[src/core/conversion_start_bit_pkg.sv]
package conversion_start_bit_pkg;
  localparam logic [7:0] ADDR_CTRL     = 8'h00;
  localparam logic [7:0] ADDR_STATUS   = 8'h04;
  localparam logic [7:0] ADDR_MASK     = 8'h08;
  localparam logic [7:0] ADDR_RES_LOW  = 8'h0c;
  localparam logic [7:0] ADDR_RES_HIGH = 8'h10;

  localparam int CTRL_EN    = 7;
  localparam int CTRL_START = 6;
  localparam int CTRL_ATE   = 5;
  localparam int CTRL_DIFF  = 4;
  localparam int CTRL_LEFT  = 3;
  localparam int CTRL_PS_LO = 0;
  localparam int ST_DONE    = 0;
  localparam int ST_SLEEP   = 1;

  localparam logic [7:0] CTRL_RESET = 8'h00;
  localparam logic [1:0] MASK_RESET = 2'h0;

  // Half converter clock periods: 15.5 and 25 cycles
  localparam logic [5:0] HALF_NORMAL   = 6'h1f;
  localparam logic [5:0] HALF_FIRST    = 6'h32;
  // Sample and hold at 3.5 and 13.5 cycles
  localparam logic [5:0] SAMPLE_NORMAL = 6'h07;
  localparam logic [5:0] SAMPLE_FIRST  = 6'h1b;

  localparam logic [2:0] SLP_IDLE  = 3'h0;
  localparam logic [2:0] SLP_NOISE = 3'h1;

  localparam logic [9:0] SE_MAX   = 10'h3ff;
  localparam logic [9:0] SE_MIN   = 10'h000;
  localparam logic [9:0] DIFF_MAX = 10'h1ff;
  localparam logic [9:0] DIFF_MIN = 10'h200;

  typedef enum logic [2:0] {
    ST_IDLE = 3'b001,
    ST_WAIT = 3'b010,
    ST_CONV = 3'b100
  } conversion_start_bit_state_t;
endpackage

[src/core/conversion_start_bit_prescaler.sv]
`timescale 1ns/1ns
module conversion_start_bit_prescaler
  import conversion_start_bit_pkg::*;
(
  input  wire logic       clk,
  input  wire logic       nrst,
  input  wire logic       enable,
  input  wire logic [2:0] sel,
  output logic            half_tick,
  output logic            rise
);
  typedef struct packed {
    logic [6:0] cnt;
    logic       phase;
  } conversion_start_bit_pre_t;

  conversion_start_bit_pre_t r;
  conversion_start_bit_pre_t next_r;
  logic [6:0] mask;

  function automatic logic [6:0] half_mask(input logic [2:0] s);
    logic [6:0] m;
    m = 7'h00;
    if (s > 3'h1) begin
      m = 7'((8'h1 << (s - 3'h1)) - 8'h1);
    end
    return m;
  endfunction

  always_comb begin
    next_r    = r;
    mask      = half_mask(sel);
    half_tick = enable && ((r.cnt & mask) == mask);
    rise      = half_tick && !r.phase;
    // Held in reset while the converter is off
    if (!enable) begin
      next_r = '0;
    end else begin
      next_r.cnt = r.cnt + 7'h01;
      if (half_tick) begin
        next_r.phase = !r.phase;
      end
    end
  end

  always_ff @(posedge clk or negedge nrst) begin
    if (!nrst) begin
      r <= '0;
    end else begin
      r <= next_r;
    end
  end
endmodule

[src/core/conversion_start_bit_format.sv]
`timescale 1ns/1ns
module conversion_start_bit_format
  import conversion_start_bit_pkg::*;
(
  input  wire logic signed [11:0] sample,
  input  wire logic               diff,
  input  wire logic        [9:0]  code,
  input  wire logic               left,
  output logic             [9:0]  new_code,
  output logic             [7:0]  res_low,
  output logic             [7:0]  res_high
);
  always_comb begin
    if (diff) begin
      // Two's complement, saturating at both ends
      if (sample > 12'sh1ff) begin
        new_code = DIFF_MAX;
      end else if (sample < -12'sh200) begin
        new_code = DIFF_MIN;
      end else begin
        new_code = sample[9:0];
      end
    end else if (sample < 12'sh000) begin
      new_code = SE_MIN;
    end else if (sample > 12'sh3ff) begin
      new_code = SE_MAX;
    end else begin
      new_code = sample[9:0];
    end
  end

  // Alignment follows the control live, even mid conversion
  always_comb begin
    if (left) begin
      res_high = code[9:2];
      res_low  = {code[1:0], 6'h00};
    end else begin
      res_high = {6'h00, code[9:8]};
      res_low  = code[7:0];
    end
  end
endmodule

[src/core/conversion_start_bit_core.sv]
// Decided for this implementation: the APB register port and the address map.
`timescale 1ns/1ns
module conversion_start_bit_core
  import conversion_start_bit_pkg::*;
(
  input  wire logic        clk,
  input  wire logic        nrst,
  input  wire logic        psel,
  input  wire logic        penable,
  input  wire logic        pwrite,
  input  wire logic [7:0]  paddr,
  input  wire logic [31:0] pwdata,
  output logic      [31:0] prdata,
  output logic             pready,
  output logic             pslverr,
  input  wire logic        cpu_halted,
  input  wire logic [2:0]  sleep_mode,
  input  wire logic [11:0] ain_value,
  input  wire logic        trig_in,
  output logic             irq,
  output logic             conv_busy,
  output logic             converter_on
);
  typedef struct packed {
    conversion_start_bit_state_t state;
    logic [5:0]  half;
    logic        first_pend;
    logic        first_run;
    logic        sleep_run;
    logic [7:0]  ctrl;
    logic [1:0]  status;
    logic [1:0]  mask;
    logic [9:0]  code;
    logic [11:0] ain_s1;
    logic [11:0] ain_s2;
    logic [11:0] sample;
    logic        trig_s1;
    logic        trig_s2;
    logic        trig_d;
    logic        halt_d;
    logic [31:0] rdata;
    logic [4:0]  rises;
  } conversion_start_bit_regs_t;

  conversion_start_bit_regs_t r;
  conversion_start_bit_regs_t next_r;

  logic       half_tick;
  logic       rise;
  logic [9:0] new_code;
  logic [7:0] res_low;
  logic [7:0] res_high;
  logic       en;
  logic       wr;
  logic       rd_setup;
  logic       mapped;
  logic       sleep_go;
  logic       trig_go;
  logic       conv_end;
  logic [5:0] half_n;

  function automatic logic is_reg(input logic [7:0] a,
                                  input logic [7:0] b);
    return a == b;
  endfunction

  conversion_start_bit_prescaler u_pre (
    .clk       (clk),
    .nrst      (nrst),
    .enable    (r.ctrl[CTRL_EN]),
    .sel       (r.ctrl[CTRL_PS_LO+:3]),
    .half_tick (half_tick),
    .rise      (rise)
  );

  conversion_start_bit_format u_fmt (
    .sample   (r.sample),
    .diff     (r.ctrl[CTRL_DIFF]),
    .code     (r.code),
    .left     (r.ctrl[CTRL_LEFT]),
    .new_code (new_code),
    .res_low  (res_low),
    .res_high (res_high)
  );

  always_comb begin
    if (is_reg(paddr, ADDR_CTRL)) begin
      mapped = 1'b1;
    end else if (is_reg(paddr, ADDR_STATUS)) begin
      mapped = 1'b1;
    end else if (is_reg(paddr, ADDR_MASK)) begin
      mapped = 1'b1;
    end else if (is_reg(paddr, ADDR_RES_LOW)) begin
      mapped = 1'b1;
    end else if (is_reg(paddr, ADDR_RES_HIGH)) begin
      mapped = 1'b1;
    end else begin
      mapped = 1'b0;
    end
  end

  assign pready       = 1'b1;
  assign pslverr      = psel && penable && !mapped;
  assign prdata       = r.rdata;
  assign irq          = |(r.status & r.mask);
  assign conv_busy    = r.ctrl[CTRL_START];
  assign converter_on = r.ctrl[CTRL_EN];

  always_comb begin
    next_r   = r;
    en       = r.ctrl[CTRL_EN];
    wr       = psel && penable && pwrite && mapped;
    rd_setup = psel && !penable && !pwrite;
    conv_end = 1'b0;
    half_n   = r.half + 6'h01;

    // Pins are resynchronised; the bus value is only sampled
    // long after it settles, so per-bit skew does no harm
    next_r.ain_s1  = ain_value;
    next_r.ain_s2  = r.ain_s1;
    next_r.trig_s1 = trig_in;
    next_r.trig_s2 = r.trig_s1;
    next_r.trig_d  = r.trig_s2;
    next_r.halt_d  = cpu_halted;

    // Only a fresh halt in a quiet mode starts a sleep conversion
    sleep_go = cpu_halted && !r.halt_d && en
               && (sleep_mode == SLP_IDLE || sleep_mode == SLP_NOISE)
               && !r.ctrl[CTRL_ATE] && !r.ctrl[CTRL_START]
               && r.state == ST_IDLE;
    trig_go  = r.ctrl[CTRL_ATE] && r.trig_s2 && !r.trig_d && en
               && r.state == ST_IDLE && !r.ctrl[CTRL_START];

    if (rd_setup) begin
      if (is_reg(paddr, ADDR_CTRL)) begin
        next_r.rdata = {24'h000000, r.ctrl};
      end else if (is_reg(paddr, ADDR_STATUS)) begin
        next_r.rdata = {30'h00000000, r.status};
      end else if (is_reg(paddr, ADDR_MASK)) begin
        next_r.rdata = {30'h00000000, r.mask};
      end else if (is_reg(paddr, ADDR_RES_LOW)) begin
        next_r.rdata = {24'h000000, res_low};
      end else if (is_reg(paddr, ADDR_RES_HIGH)) begin
        next_r.rdata = {24'h000000, res_high};
      end else begin
        next_r.rdata = 32'h00000000;
      end
    end

    if (wr && is_reg(paddr, ADDR_CTRL)) begin
      next_r.ctrl = pwdata[7:0];
      next_r.ctrl[CTRL_START] = r.ctrl[CTRL_START];
      if (!r.ctrl[CTRL_EN] && pwdata[CTRL_EN]) begin
        next_r.first_pend = 1'b1;
      end
    end
    if (wr && is_reg(paddr, ADDR_STATUS)) begin
      next_r.status = r.status & ~pwdata[1:0];
    end
    if (wr && is_reg(paddr, ADDR_MASK)) begin
      next_r.mask = pwdata[1:0];
    end

    case (r.state)
      ST_IDLE: begin
        if (r.ctrl[CTRL_START] && en) begin
          next_r.state = ST_WAIT;
        end
      end
      ST_WAIT: begin
        // Starts on the next rising converter clock edge
        if (rise) begin
          next_r.state      = ST_CONV;
          next_r.half       = 6'h00;
          next_r.rises      = 5'h00;
          next_r.first_run  = r.first_pend;
          next_r.first_pend = 1'b0;
        end
      end
      ST_CONV: begin
        if (rise) begin
          next_r.rises = r.rises + 5'h01;
        end
        if (half_tick) begin
          next_r.half = half_n;
          if (half_n == (r.first_run ? SAMPLE_FIRST
                                     : SAMPLE_NORMAL)) begin
            next_r.sample = r.ain_s2;
          end
          if (half_n == (r.first_run ? HALF_FIRST
                                     : HALF_NORMAL)) begin
            conv_end                = 1'b1;
            next_r.state            = ST_IDLE;
            next_r.code             = new_code;
            next_r.status[ST_DONE]  = 1'b1;
            next_r.ctrl[CTRL_START] = 1'b0;
            next_r.sleep_run        = 1'b0;
            if (r.sleep_run) begin
              next_r.status[ST_SLEEP] = 1'b1;
            end
          end
        end
      end
      default: begin
        next_r.state = ST_IDLE;
      end
    endcase

    // Late so that a new start wins over the completion clear
    if (wr && is_reg(paddr, ADDR_CTRL) && pwdata[CTRL_START]) begin
      next_r.ctrl[CTRL_START] = 1'b1;
    end
    if (sleep_go || trig_go) begin
      next_r.ctrl[CTRL_START] = 1'b1;
      next_r.sleep_run        = sleep_go;
    end

    // Switching off aborts any conversion in flight
    if (!next_r.ctrl[CTRL_EN]) begin
      next_r.state            = ST_IDLE;
      next_r.ctrl[CTRL_START] = 1'b0;
      next_r.sleep_run        = 1'b0;
    end
  end

  always_ff @(posedge clk or negedge nrst) begin
    if (!nrst) begin
      r       <= '0;
      r.state <= ST_IDLE;
      r.ctrl  <= CTRL_RESET;
      r.mask  <= MASK_RESET;
    end else begin
      r <= next_r;
    end
  end
endmodule

[config.mk]
export PLATFORM = sky130hd
export DESIGN_NAME = conversion_start_bit_core
export DESIGN_NICKNAME = d
export VERILOG_FILES = /design/src/core/conversion_start_bit_pkg.sv /design/src/core/conversion_start_bit_prescaler.sv /design/src/core/conversion_start_bit_format.sv /design/src/core/conversion_start_bit_core.sv
export SDC_FILE = /design/constraint.sdc
export NUM_CORES = 1
export LEC_CHECK = 0
export BUFFER_PORTS_ARGS = -buffer_cell sky130_fd_sc_hd__buf_2
export CORE_ASPECT_RATIO = 0.5
export CORE_MARGIN = 5
export CORE_UTILIZATION = 40
export CTS_CLUSTER_DIAMETER = 60
export DETAILED_ROUTE_END_ITERATION = 12
export HOLD_SLACK_MARGIN = 0.06
export SKIP_LAST_GASP = 1
export SLEW_MARGIN = 0
export SYNTH_ARGS = -nofsm -noshare
export SYNTH_HDL_FRONTEND = slang
export SYNTH_SLANG_ARGS = --single-unit
export TNS_END_PERCENT = 30
[constraint.sdc]
create_clock -name clk -period 6.32 [get_ports clk]
set_clock_uncertainty 0.05 [all_clocks]
set_input_delay 1.896 -clock clk [delete_from_list [all_inputs] [get_ports clk]]
set_output_delay 1.896 -clock clk [all_outputs]
set_load 0.01 [all_outputs]
# ---- Word-level counts from Yosys, hierarchy flattened
# Cells that the tools add are included.
dict set report totals {
  ff_bits 114
  word_cells 150
  out_inout_bits 37
}
dict set report op_classes {
  n_eq_ne 21
  bitwise 4
  n_mux 49
  n_reduce_logical 46
  order_cmp 5
  n_addsub 4
  n_shift 1
}
# cell count
set ops {}
lappend ops {{2-to-1 mux 8 bit} 9}
lappend ops {{2-to-1 mux 10 bit} 5}
lappend ops {{logical AND 1 bit} 25}
lappend ops {{2-to-1 mux 1 bit} 20}
lappend ops {{== test 8 x 4 -> 1 bit (second input constant)} 2}
lappend ops {{> comparator 12 x 10 -> 1 bit (second input constant)} 1}
lappend ops {{> comparator 12 x 11 -> 1 bit (second input constant)} 1}
lappend ops {{less-than comparator 12 x 1 -> 1 bit (second input constant)} 1}
lappend ops {{less-than comparator 12 x 10 -> 1 bit (second input constant)} 1}
lappend ops {{case mux 6 bit (2 select lines)} 1}
lappend ops {{AND reduction 3 bit} 4}
lappend ops {{2-to-1 mux 11 bit} 1}
lappend ops {{2-to-1 mux 2 bit} 5}
lappend ops {{logical NOT 1 bit} 9}
lappend ops {{2-to-1 mux 3 bit} 3}
lappend ops {{2-to-1 mux 9 bit} 1}
lappend ops {{inequality test 3 x 1 -> 1 bit (second input constant)} 3}
lappend ops {{inequality test 3 bit (second input constant)} 3}
lappend ops {{case mux 3 bit (3 select lines)} 1}
lappend ops {{== test 8 x 3 -> 1 bit (second input constant)} 1}
lappend ops {{== test 8 x 5 -> 1 bit (second input constant)} 1}
lappend ops {{logical NOT 8 bit} 1}
lappend ops {{adder 7 x 1 -> 7 bit (second input constant)} 1}
lappend ops {{AND 7 bit} 1}
lappend ops {{25 further kinds} 29}

# ---- Logic depth before layout (Yosys ltp)
# Gate-level depths: netlist of the first run.
dict set report logic_depth {
  word_depth 15
  ltp_mapped 11
  ltp_nobuf 9
}

# ---- Cells and area by module
# Synthesis of the first run repeated with hierarchy kept, for this count alone.
dict set report unflattened {
  hier_cells 409
  area_unflattened_um2 4538.1
}
# module instances area_per_inst_um2 cells_each
set by_module_without_submodules {}
lappend by_module_without_submodules {conversion_start_bit_core 1 3683.5 306}
lappend by_module_without_submodules {conversion_start_bit_prescaler 1 485.5 50}
lappend by_module_without_submodules {conversion_start_bit_format 1 369.1 53}

# ---- Least setup slack after synthesis of the first run
# No wires, ideal clock.
dict set report synth_path {
  path_kind {in2out}
  start {input paddr[6]}
  end {output pslverr}
  stages 3
  path_slack_ns 1.543
  arrival_time_ns 2.831
  path_cell_list {or4_1 -> nor2_1 -> a21oi_1}
}
dict set report synth_via {
  elab_chain_cells 8
  elab_cells_between_ends 12
  cone_classes {4 x eq/ne; 5 x mux; 3 x reduce/logical}
}
# item line_no
set synth_rtl {}
lappend synth_rtl {{start: declaration} conversion_start_bit_core.sv:11} ;# input wire logic [7:0] paddr,
lappend synth_rtl {{== test 8 x 5 -> 1 bit} conversion_start_bit_core.sv:64} ;# return a == b;
lappend synth_rtl {{2-to-1 mux 1 bit} conversion_start_bit_core.sv:95} ;# end else if (is_reg(paddr, ADDR_RES_HIGH)) begin
lappend synth_rtl {{2-to-1 mux 1 bit} conversion_start_bit_core.sv:93} ;# end else if (is_reg(paddr, ADDR_RES_LOW)) begin
lappend synth_rtl {{2-to-1 mux 1 bit} conversion_start_bit_core.sv:91} ;# end else if (is_reg(paddr, ADDR_MASK)) begin
lappend synth_rtl {{2-to-1 mux 1 bit} conversion_start_bit_core.sv:89} ;# end else if (is_reg(paddr, ADDR_STATUS)) begin
lappend synth_rtl {{2-to-1 mux 1 bit *} conversion_start_bit_core.sv:87} ;# if (is_reg(paddr, ADDR_CTRL)) begin
lappend synth_rtl {{logical NOT 1 bit *} conversion_start_bit_core.sv:103} ;# assign pslverr = psel && penable && !mapped;
lappend synth_rtl {{logical AND 1 bit *} conversion_start_bit_core.sv:103}
lappend synth_rtl {{end: declaration} conversion_start_bit_core.sv:15} ;# output logic pslverr,
# Every way passes the cells marked *; elsewhere a longest branch is shown, timed or not.

# ---- Worst setup path in the final report of the first run
# Same ends and word-level chain as after synthesis.

==> results.md, run 1 <==
* Fill cell count at roughly 1100
* Launch point of the critical path: paddr[6]
* Reg2reg start: r[92]$_DFFE_PN0N_
* Ys Warns at 0
* Syn Inst Count at ~430
* Hold Crit Start: next_r[60]$_DFF_PN0_
* Root Buffer: clkbuf_16
* Post-synth EDFFs at 0
* Slew HR at 52.4%
* CP Data Arrival Time at 3.15 ns
* Global-route wire length before repair at 14900 µm
* Port Buf Inserts at 48
* Critical Path Start Type: input port
* Syn-to-layout area delta at 11.3%
* Synth async-reset ratio at 100%
* CP Max Fanout at 6
* Post-Synthesis Cell Area at 0.00443 mm²
* Crit share post-route at 80.6%
* Met3 Usage GRT at approximately 3.4%
* DRT Pass-1 Iters at 4
* Synth top area cells: dfrtp_1 (50%), buf_4 (5.6%), o21ai_0 (5.1%), mux2_4 (3.4%), nor2_1 (3.0%)
* #FFs+latches synth at 90
* Clk slew on worst S/H paths at 0.06 ns
* Largest area contributor in the netlist: dfrtp_1
* Busiest grt layer: met2
* Slew Viols, Final at 0
* Maxcap violations at 0
* Fraction of met1 tracks used by global routing at 16.8%
* Hold Crit Class: flip-flop to flip-flop
* Die Width at ~160 µm
* Max Fclk at 0.196 GHz
* Global route overflow at 0
* Vias in the first global route at 3113
* Initial core utilization at 40.6%
* Inst Count DP at 598
* CTS tree: yes
* Final Wtd Congestion at 0.826
* Boundary pin count at a little under 100
* Synth top area share at 50.2%
* Hold_buf cts at 0
* Setup bufs post-CTS at 0
* Synthesized area per cell at 10.4 µm²
* Power density cells at 235 mW/mm²
* CP Class: input port to output pin
* DP HPWL at 6160 µm
* Leakage at 2.28 nW
* Clock tree sinks at 90
* Final setup viols at 0
* Final ANT Viol Nets at 0
* Grt met2 use at 23.1%
* Final wirelength at around 8600 µm
* TritonCTS Buffers at 9
* Antenna diodes at 0
* Floorplan row count at 27
* Yosys cell types at 61
* Vias/cell at 5.01
* Worst IR drop on VDD at 0.144 mV
* Initial antenna violation count at 0
* DIE AREA at 0.0134 mm²
* Tmin final at 5.09 ns
* NumNets Final at 535
* H-tree depth at 3
* Non-Filler Instances at 614
* DR DRC count at 0
* Register area share after synthesis at 50.8%
* Top_reg_cell synth: dfrtp_1
* Most frequent cell after synthesis: dfrtp_1
* Largest net degree at the start of global routing at 57
* Iteration-0 DRC Markers at 131
* Wire per inst at 14.0 µm
* Crit. End Element: output pin
* Clock Latency Late Sink at between 0.3 and 0.4 ns
* Crit path required time at 4.37 ns
* Setup TNS at 0 ns
* Die height at between 80 and 90 µm
* Share of layout cells above drive strength 1 at 20.7%
* Top cells by count, synth: dfrtp_1 (89), o21ai_0 (45), nor2_1 (36), buf_4 (33), nand2_1 (33)
* Core Region at 0.0109 mm²
* Post-cts resize count at 0
* Via Count at ~3100
* RSZ-0062 raised after global routing: false
* Deepest clock path buffer count at 2
* Outcome: finished clean
* Gr usage total at 13.5%
* Final Hold Viols at 0
* Worst-Margin Slew at 0.713 ns
through the flow:
step           hold slack (ns)  cell area [µm²]  power, mW  worst slack [ns]  util (%)
4_1_cts                  0.300             4940       1.18              1.24      45.2
2_1_floorplan            0.281             4520      0.638              1.54         -
5_1_grt                  0.304             4940       1.21              1.10      45.2
6_report                 0.298             4940       1.16              1.23      45.2
3_3_place_gp             0.282             4650      0.656              1.27      42.6
3_5_place_dp             0.285             4650      0.657              1.24      42.6
worst paths after layout:
check                                     end  slack, ns  depth (start not counted)
max                                   pslverr       1.23                          5
min                           r[60]$_DFF_PN0_       0.30                          0
max reg2reg                 r[48]$_DFFE_PN0P_       2.82                          9
min reg2reg                   r[60]$_DFF_PN0_       0.30                          0
max in group asynchronous  r[109]$_DFFE_PN0P_       3.73                          2
min in group asynchronous   r[48]$_DFFE_PN0P_       1.44                          1
per-layer routing:
metal	wire (µm)	share of wire, %	up-vias
met1	4000	46	1480
li1	-	-	1527
met2	4110	48	61
met4	67	0.78	0
met3	436	5.1	6
met5	0	0	-
worst max-delay path, cell delays in order:
cell and delay [ns]:
buf_2 0.09, or4_1 0.57, nor2_1 0.32, a21oi_1 0.11, buf_2 0.16
kinds of logic after synthesis:
family                   synth area share (%)
AND/OR/NAND/NOR                          16.1
AO/OA/AOI/OAI                            13.3
flip-flops                               50.8
buffers and inverters                    7.90
multiplexers                             7.34
adder cells (fa/ha/maj)                  2.54
XOR/XNOR                                 1.78
other                                   0.169
cell type report:
| class | instances | area, µm² | area share (%) |
|---|---|---|---|
| clock inverters | 5 | 43.8 | 0.887 |
| multi-input cells | 303 | 1920 | 38.8 |
| flip-flops and latches | 90 | 2250 | 45.7 |
| repair buffers | 51 | 265 | 5.37 |
| inverters | 9 | 33.8 | 0.684 |
| well taps | 145 | 181 | 3.68 |
| clock buffers | 11 | 243 | 4.92 |
cell usage in the layout, fill, tap and decap left out, drive strengths merged, types with 3 or more instances in the layout:
cell type / instances
dfrtp: 89
buf: 51
o21ai: 45
nor2: 36
nand2: 33
conb: 25
a21oi: 22
mux2: 22
inv: 12
clkbuf: 11
nand3: 10
ha: 9
nand2b: 8
nor3: 7
and3: 6
xor2: 5
nor2b: 4
xnor2: 4
or2: 4
mux2i: 4
a211oi: 4
and2: 3
nor4b: 3
or3: 3
nand4: 3
o31ai: 3
or4: 3
sequential cells by signal (all words and copies together) (netlist names):
signal and flops:
conv_busy 1, converter_on 1, next_r 14, prdata 8
r 58, u_pre.r 8
report_power, final:
group / internal (mW) / switching, mW
Combinational: 0.0175 / 0.0356
Clock: 0.284 / 0.229
Sequential: 0.587 / 0.00522
Total: 0.888 / 0.270
(Power assumes the default switching activity.)
==> run 2, diff against run 1 <==
- clock period: 6.32 -> 4.5 ns (I/O delays scaled with it)
==> results.md, run 2 (same netlist as run 1, synthesis figures left out) <==
* Outcome: finished clean
* Total power at 1.62 mW
* Port Buf Inserts at 48
* CP max stage cell: or4_1
* Syn-to-layout area delta at 11.9%
* Final Hold Viols at 0
* Busiest grt layer: met2
* Crit. End Element: output pin
* Sw Pwr at 0.374 mW
* Root Buffer: clkbuf_16
* Share of layout cells above drive strength 1 at 21.4%
* Sw frac at roughly 23%
* Via Count at 3020
* Area of the multi-input gates at 0.00192 mm²
* CTS tree: yes
* Seq pwr share at approximately half
* Hold Crit Class: flip-flop to flip-flop
* Gr usage total at approximately 13%
* Max Fclk at about 0.27 GHz
* Final Wtd Congestion at 0.796
* Fin util at a little under half
* Die height at between 80 and 90 µm
* DP HPWL at 6120 µm
* Final wirelength at about 8400 µm
* DIE AREA at 0.0134 mm²
* Largest Register: r
* Slew Viols, Final at 0
* Initial core utilization at 40.6%
* Tmin final at 3.77 ns
* Clock Latency Late Sink at about 0.34 ns
* NumNets Final at 538
* Maxcap violations at 0
* CP Class: input port to output pin
* Crit path required time at 3.10 ns
* Max incr delay on CP at 0.56 ns
* Sequential cell area at about 0.0023 mm²
* Most common cell on crit path: buf_2
* Dpl ws at 0.733 ns
* Cell Chain, Critical Path: buf_2, or4_1, nor2_1, a21oi_1, buf_2
* Final ANT Viol Nets at 0
* Leakage at 2.29 nW
* Final WS setup at 0.727 ns
* Most frequent cells in the layout: dfrtp_1 (89), buf_2 (47), o21ai_0 (45), nor2_1 (36), nand2_1 (33)
* Met3 Usage GRT at 3.53%
* Largest net degree at the start of global routing at 40
* Wire per inst at 13.7 µm
* Vias in the first global route at 2885
* Slew HR at 56.4%
* Antenna diodes at 0
* DR DRC count at 0
* Delay-heaviest family, CP: simple AND/OR/NAND/NOR gates
* Hold_buf cts at 0
* Number of flip-flops under the largest register name at 58
* Commonest non-fill, non-tap cell in the layout: dfrtp_1
* CP Max Fanout at 3
* Post-cts resize count at 0
* Floorplan row count at 27
* Deepest clock path buffer count at 2
* Clock share of power at 44.0%
* Fraction of met1 tracks used by global routing at between 10% and 20%
* Worst path bufs/invs at 2
* Die Width at about 160 µm
* Critical Path Start Type: input port
* Global-route wire length before repair at 14200 µm
* Crit share post-route at 83.9%
* Boundary pin count at 99
* Grt met2 use at 21.2%
* RSZ-0062 raised after global routing: false
* P_int at 1.25 mW
* Logic gate share of total power at 4.6%
* Clock tree sinks at 90
* Fin Hold WS at 0.296 ns
* TritonCTS Buffers at 9
* Global route overflow at 0
* CP Data Arrival Time at 2.37 ns
* Vias/cell at 4.89
* Core Region at 0.0109 mm²
* Worst IR drop on VDD at 0.214 mV
* H-tree depth at 3
* Clk slew on worst S/H paths at around 0.060 ns
* Setup TNS at 0 ns
* Final setup viols at 0
* Iteration-0 DRC Markers at 146
* Fill cell count at 1060
* Initial antenna violation count at 0
* Worst-Margin Slew at 0.645 ns
* Power density cells at 326 mW/mm²
* Setup bufs post-CTS at 0
* DRT Pass-1 Iters at 4
[run 2: metrics by stage]
step	area (µm²)	cells
finish	4960	617
global route	4960	617
CTS	4960	617
detailed placement	4670	601
global placement	4670	601
floorplan	4520	451
[run 2: power groups by stage]
stage               combinational (mW)  sequential (mW)  clock [mW]
floorplan                       0.0521            0.844           0
global placement                0.0750            0.847           0
detailed placement              0.0761            0.847           0
CTS                             0.0763            0.832       0.739
global route                    0.0856            0.833       0.780
finish                          0.0749            0.832       0.713
[run 2: area by class of cell]
cell class	count	area share (%)
clock inverter	6	1.01
inverter	9	0.681
multi-input combinational	303	38.6
timing repair buffer	54	5.80
tap	145	3.66
sequential	90	45.4
clock buffer	10	4.82
[run 2: path summary, 6_finish.rpt]
check                           slack (ns)  depth (start not counted)                 start                 end
worst max-delay path                  0.73                          5              paddr[6]             pslverr
worst min-delay path                  0.30                          0  next_r[54]$_DFF_PN0_     r[54]$_DFF_PN0_
worst max register to register        1.28                          9     r[92]$_DFFE_PN0N_   r[48]$_DFFE_PN0P_
worst min register to register        0.30                          0  next_r[54]$_DFF_PN0_     r[54]$_DFF_PN0_
max in group asynchronous             2.75                          2                  nrst  r[108]$_DFFE_PN1P_
min in group asynchronous             0.84                          1                  nrst     r[62]$_DFF_PN0_
[run 2: worst register-to-register path, cell delays in order, from the launching register on]
cell and delay (ns):
dfrtp_1 0.60, nand2b_1 0.12, nand2b_1 0.16, ha_1 0.27, nor3_1 0.04, or4_4 0.45
a211oi_4 0.30, nand3_2 0.12, or4_4 0.64, mux2_4 0.36
[run 2: per-layer routing]
metal / vias up / routed length (µm)
met5: - / 0
met4: 0 / 118
met3: 13 / 468
met2: 66 / 4000
met1: 1416 / 3840
li1: 1525 / -
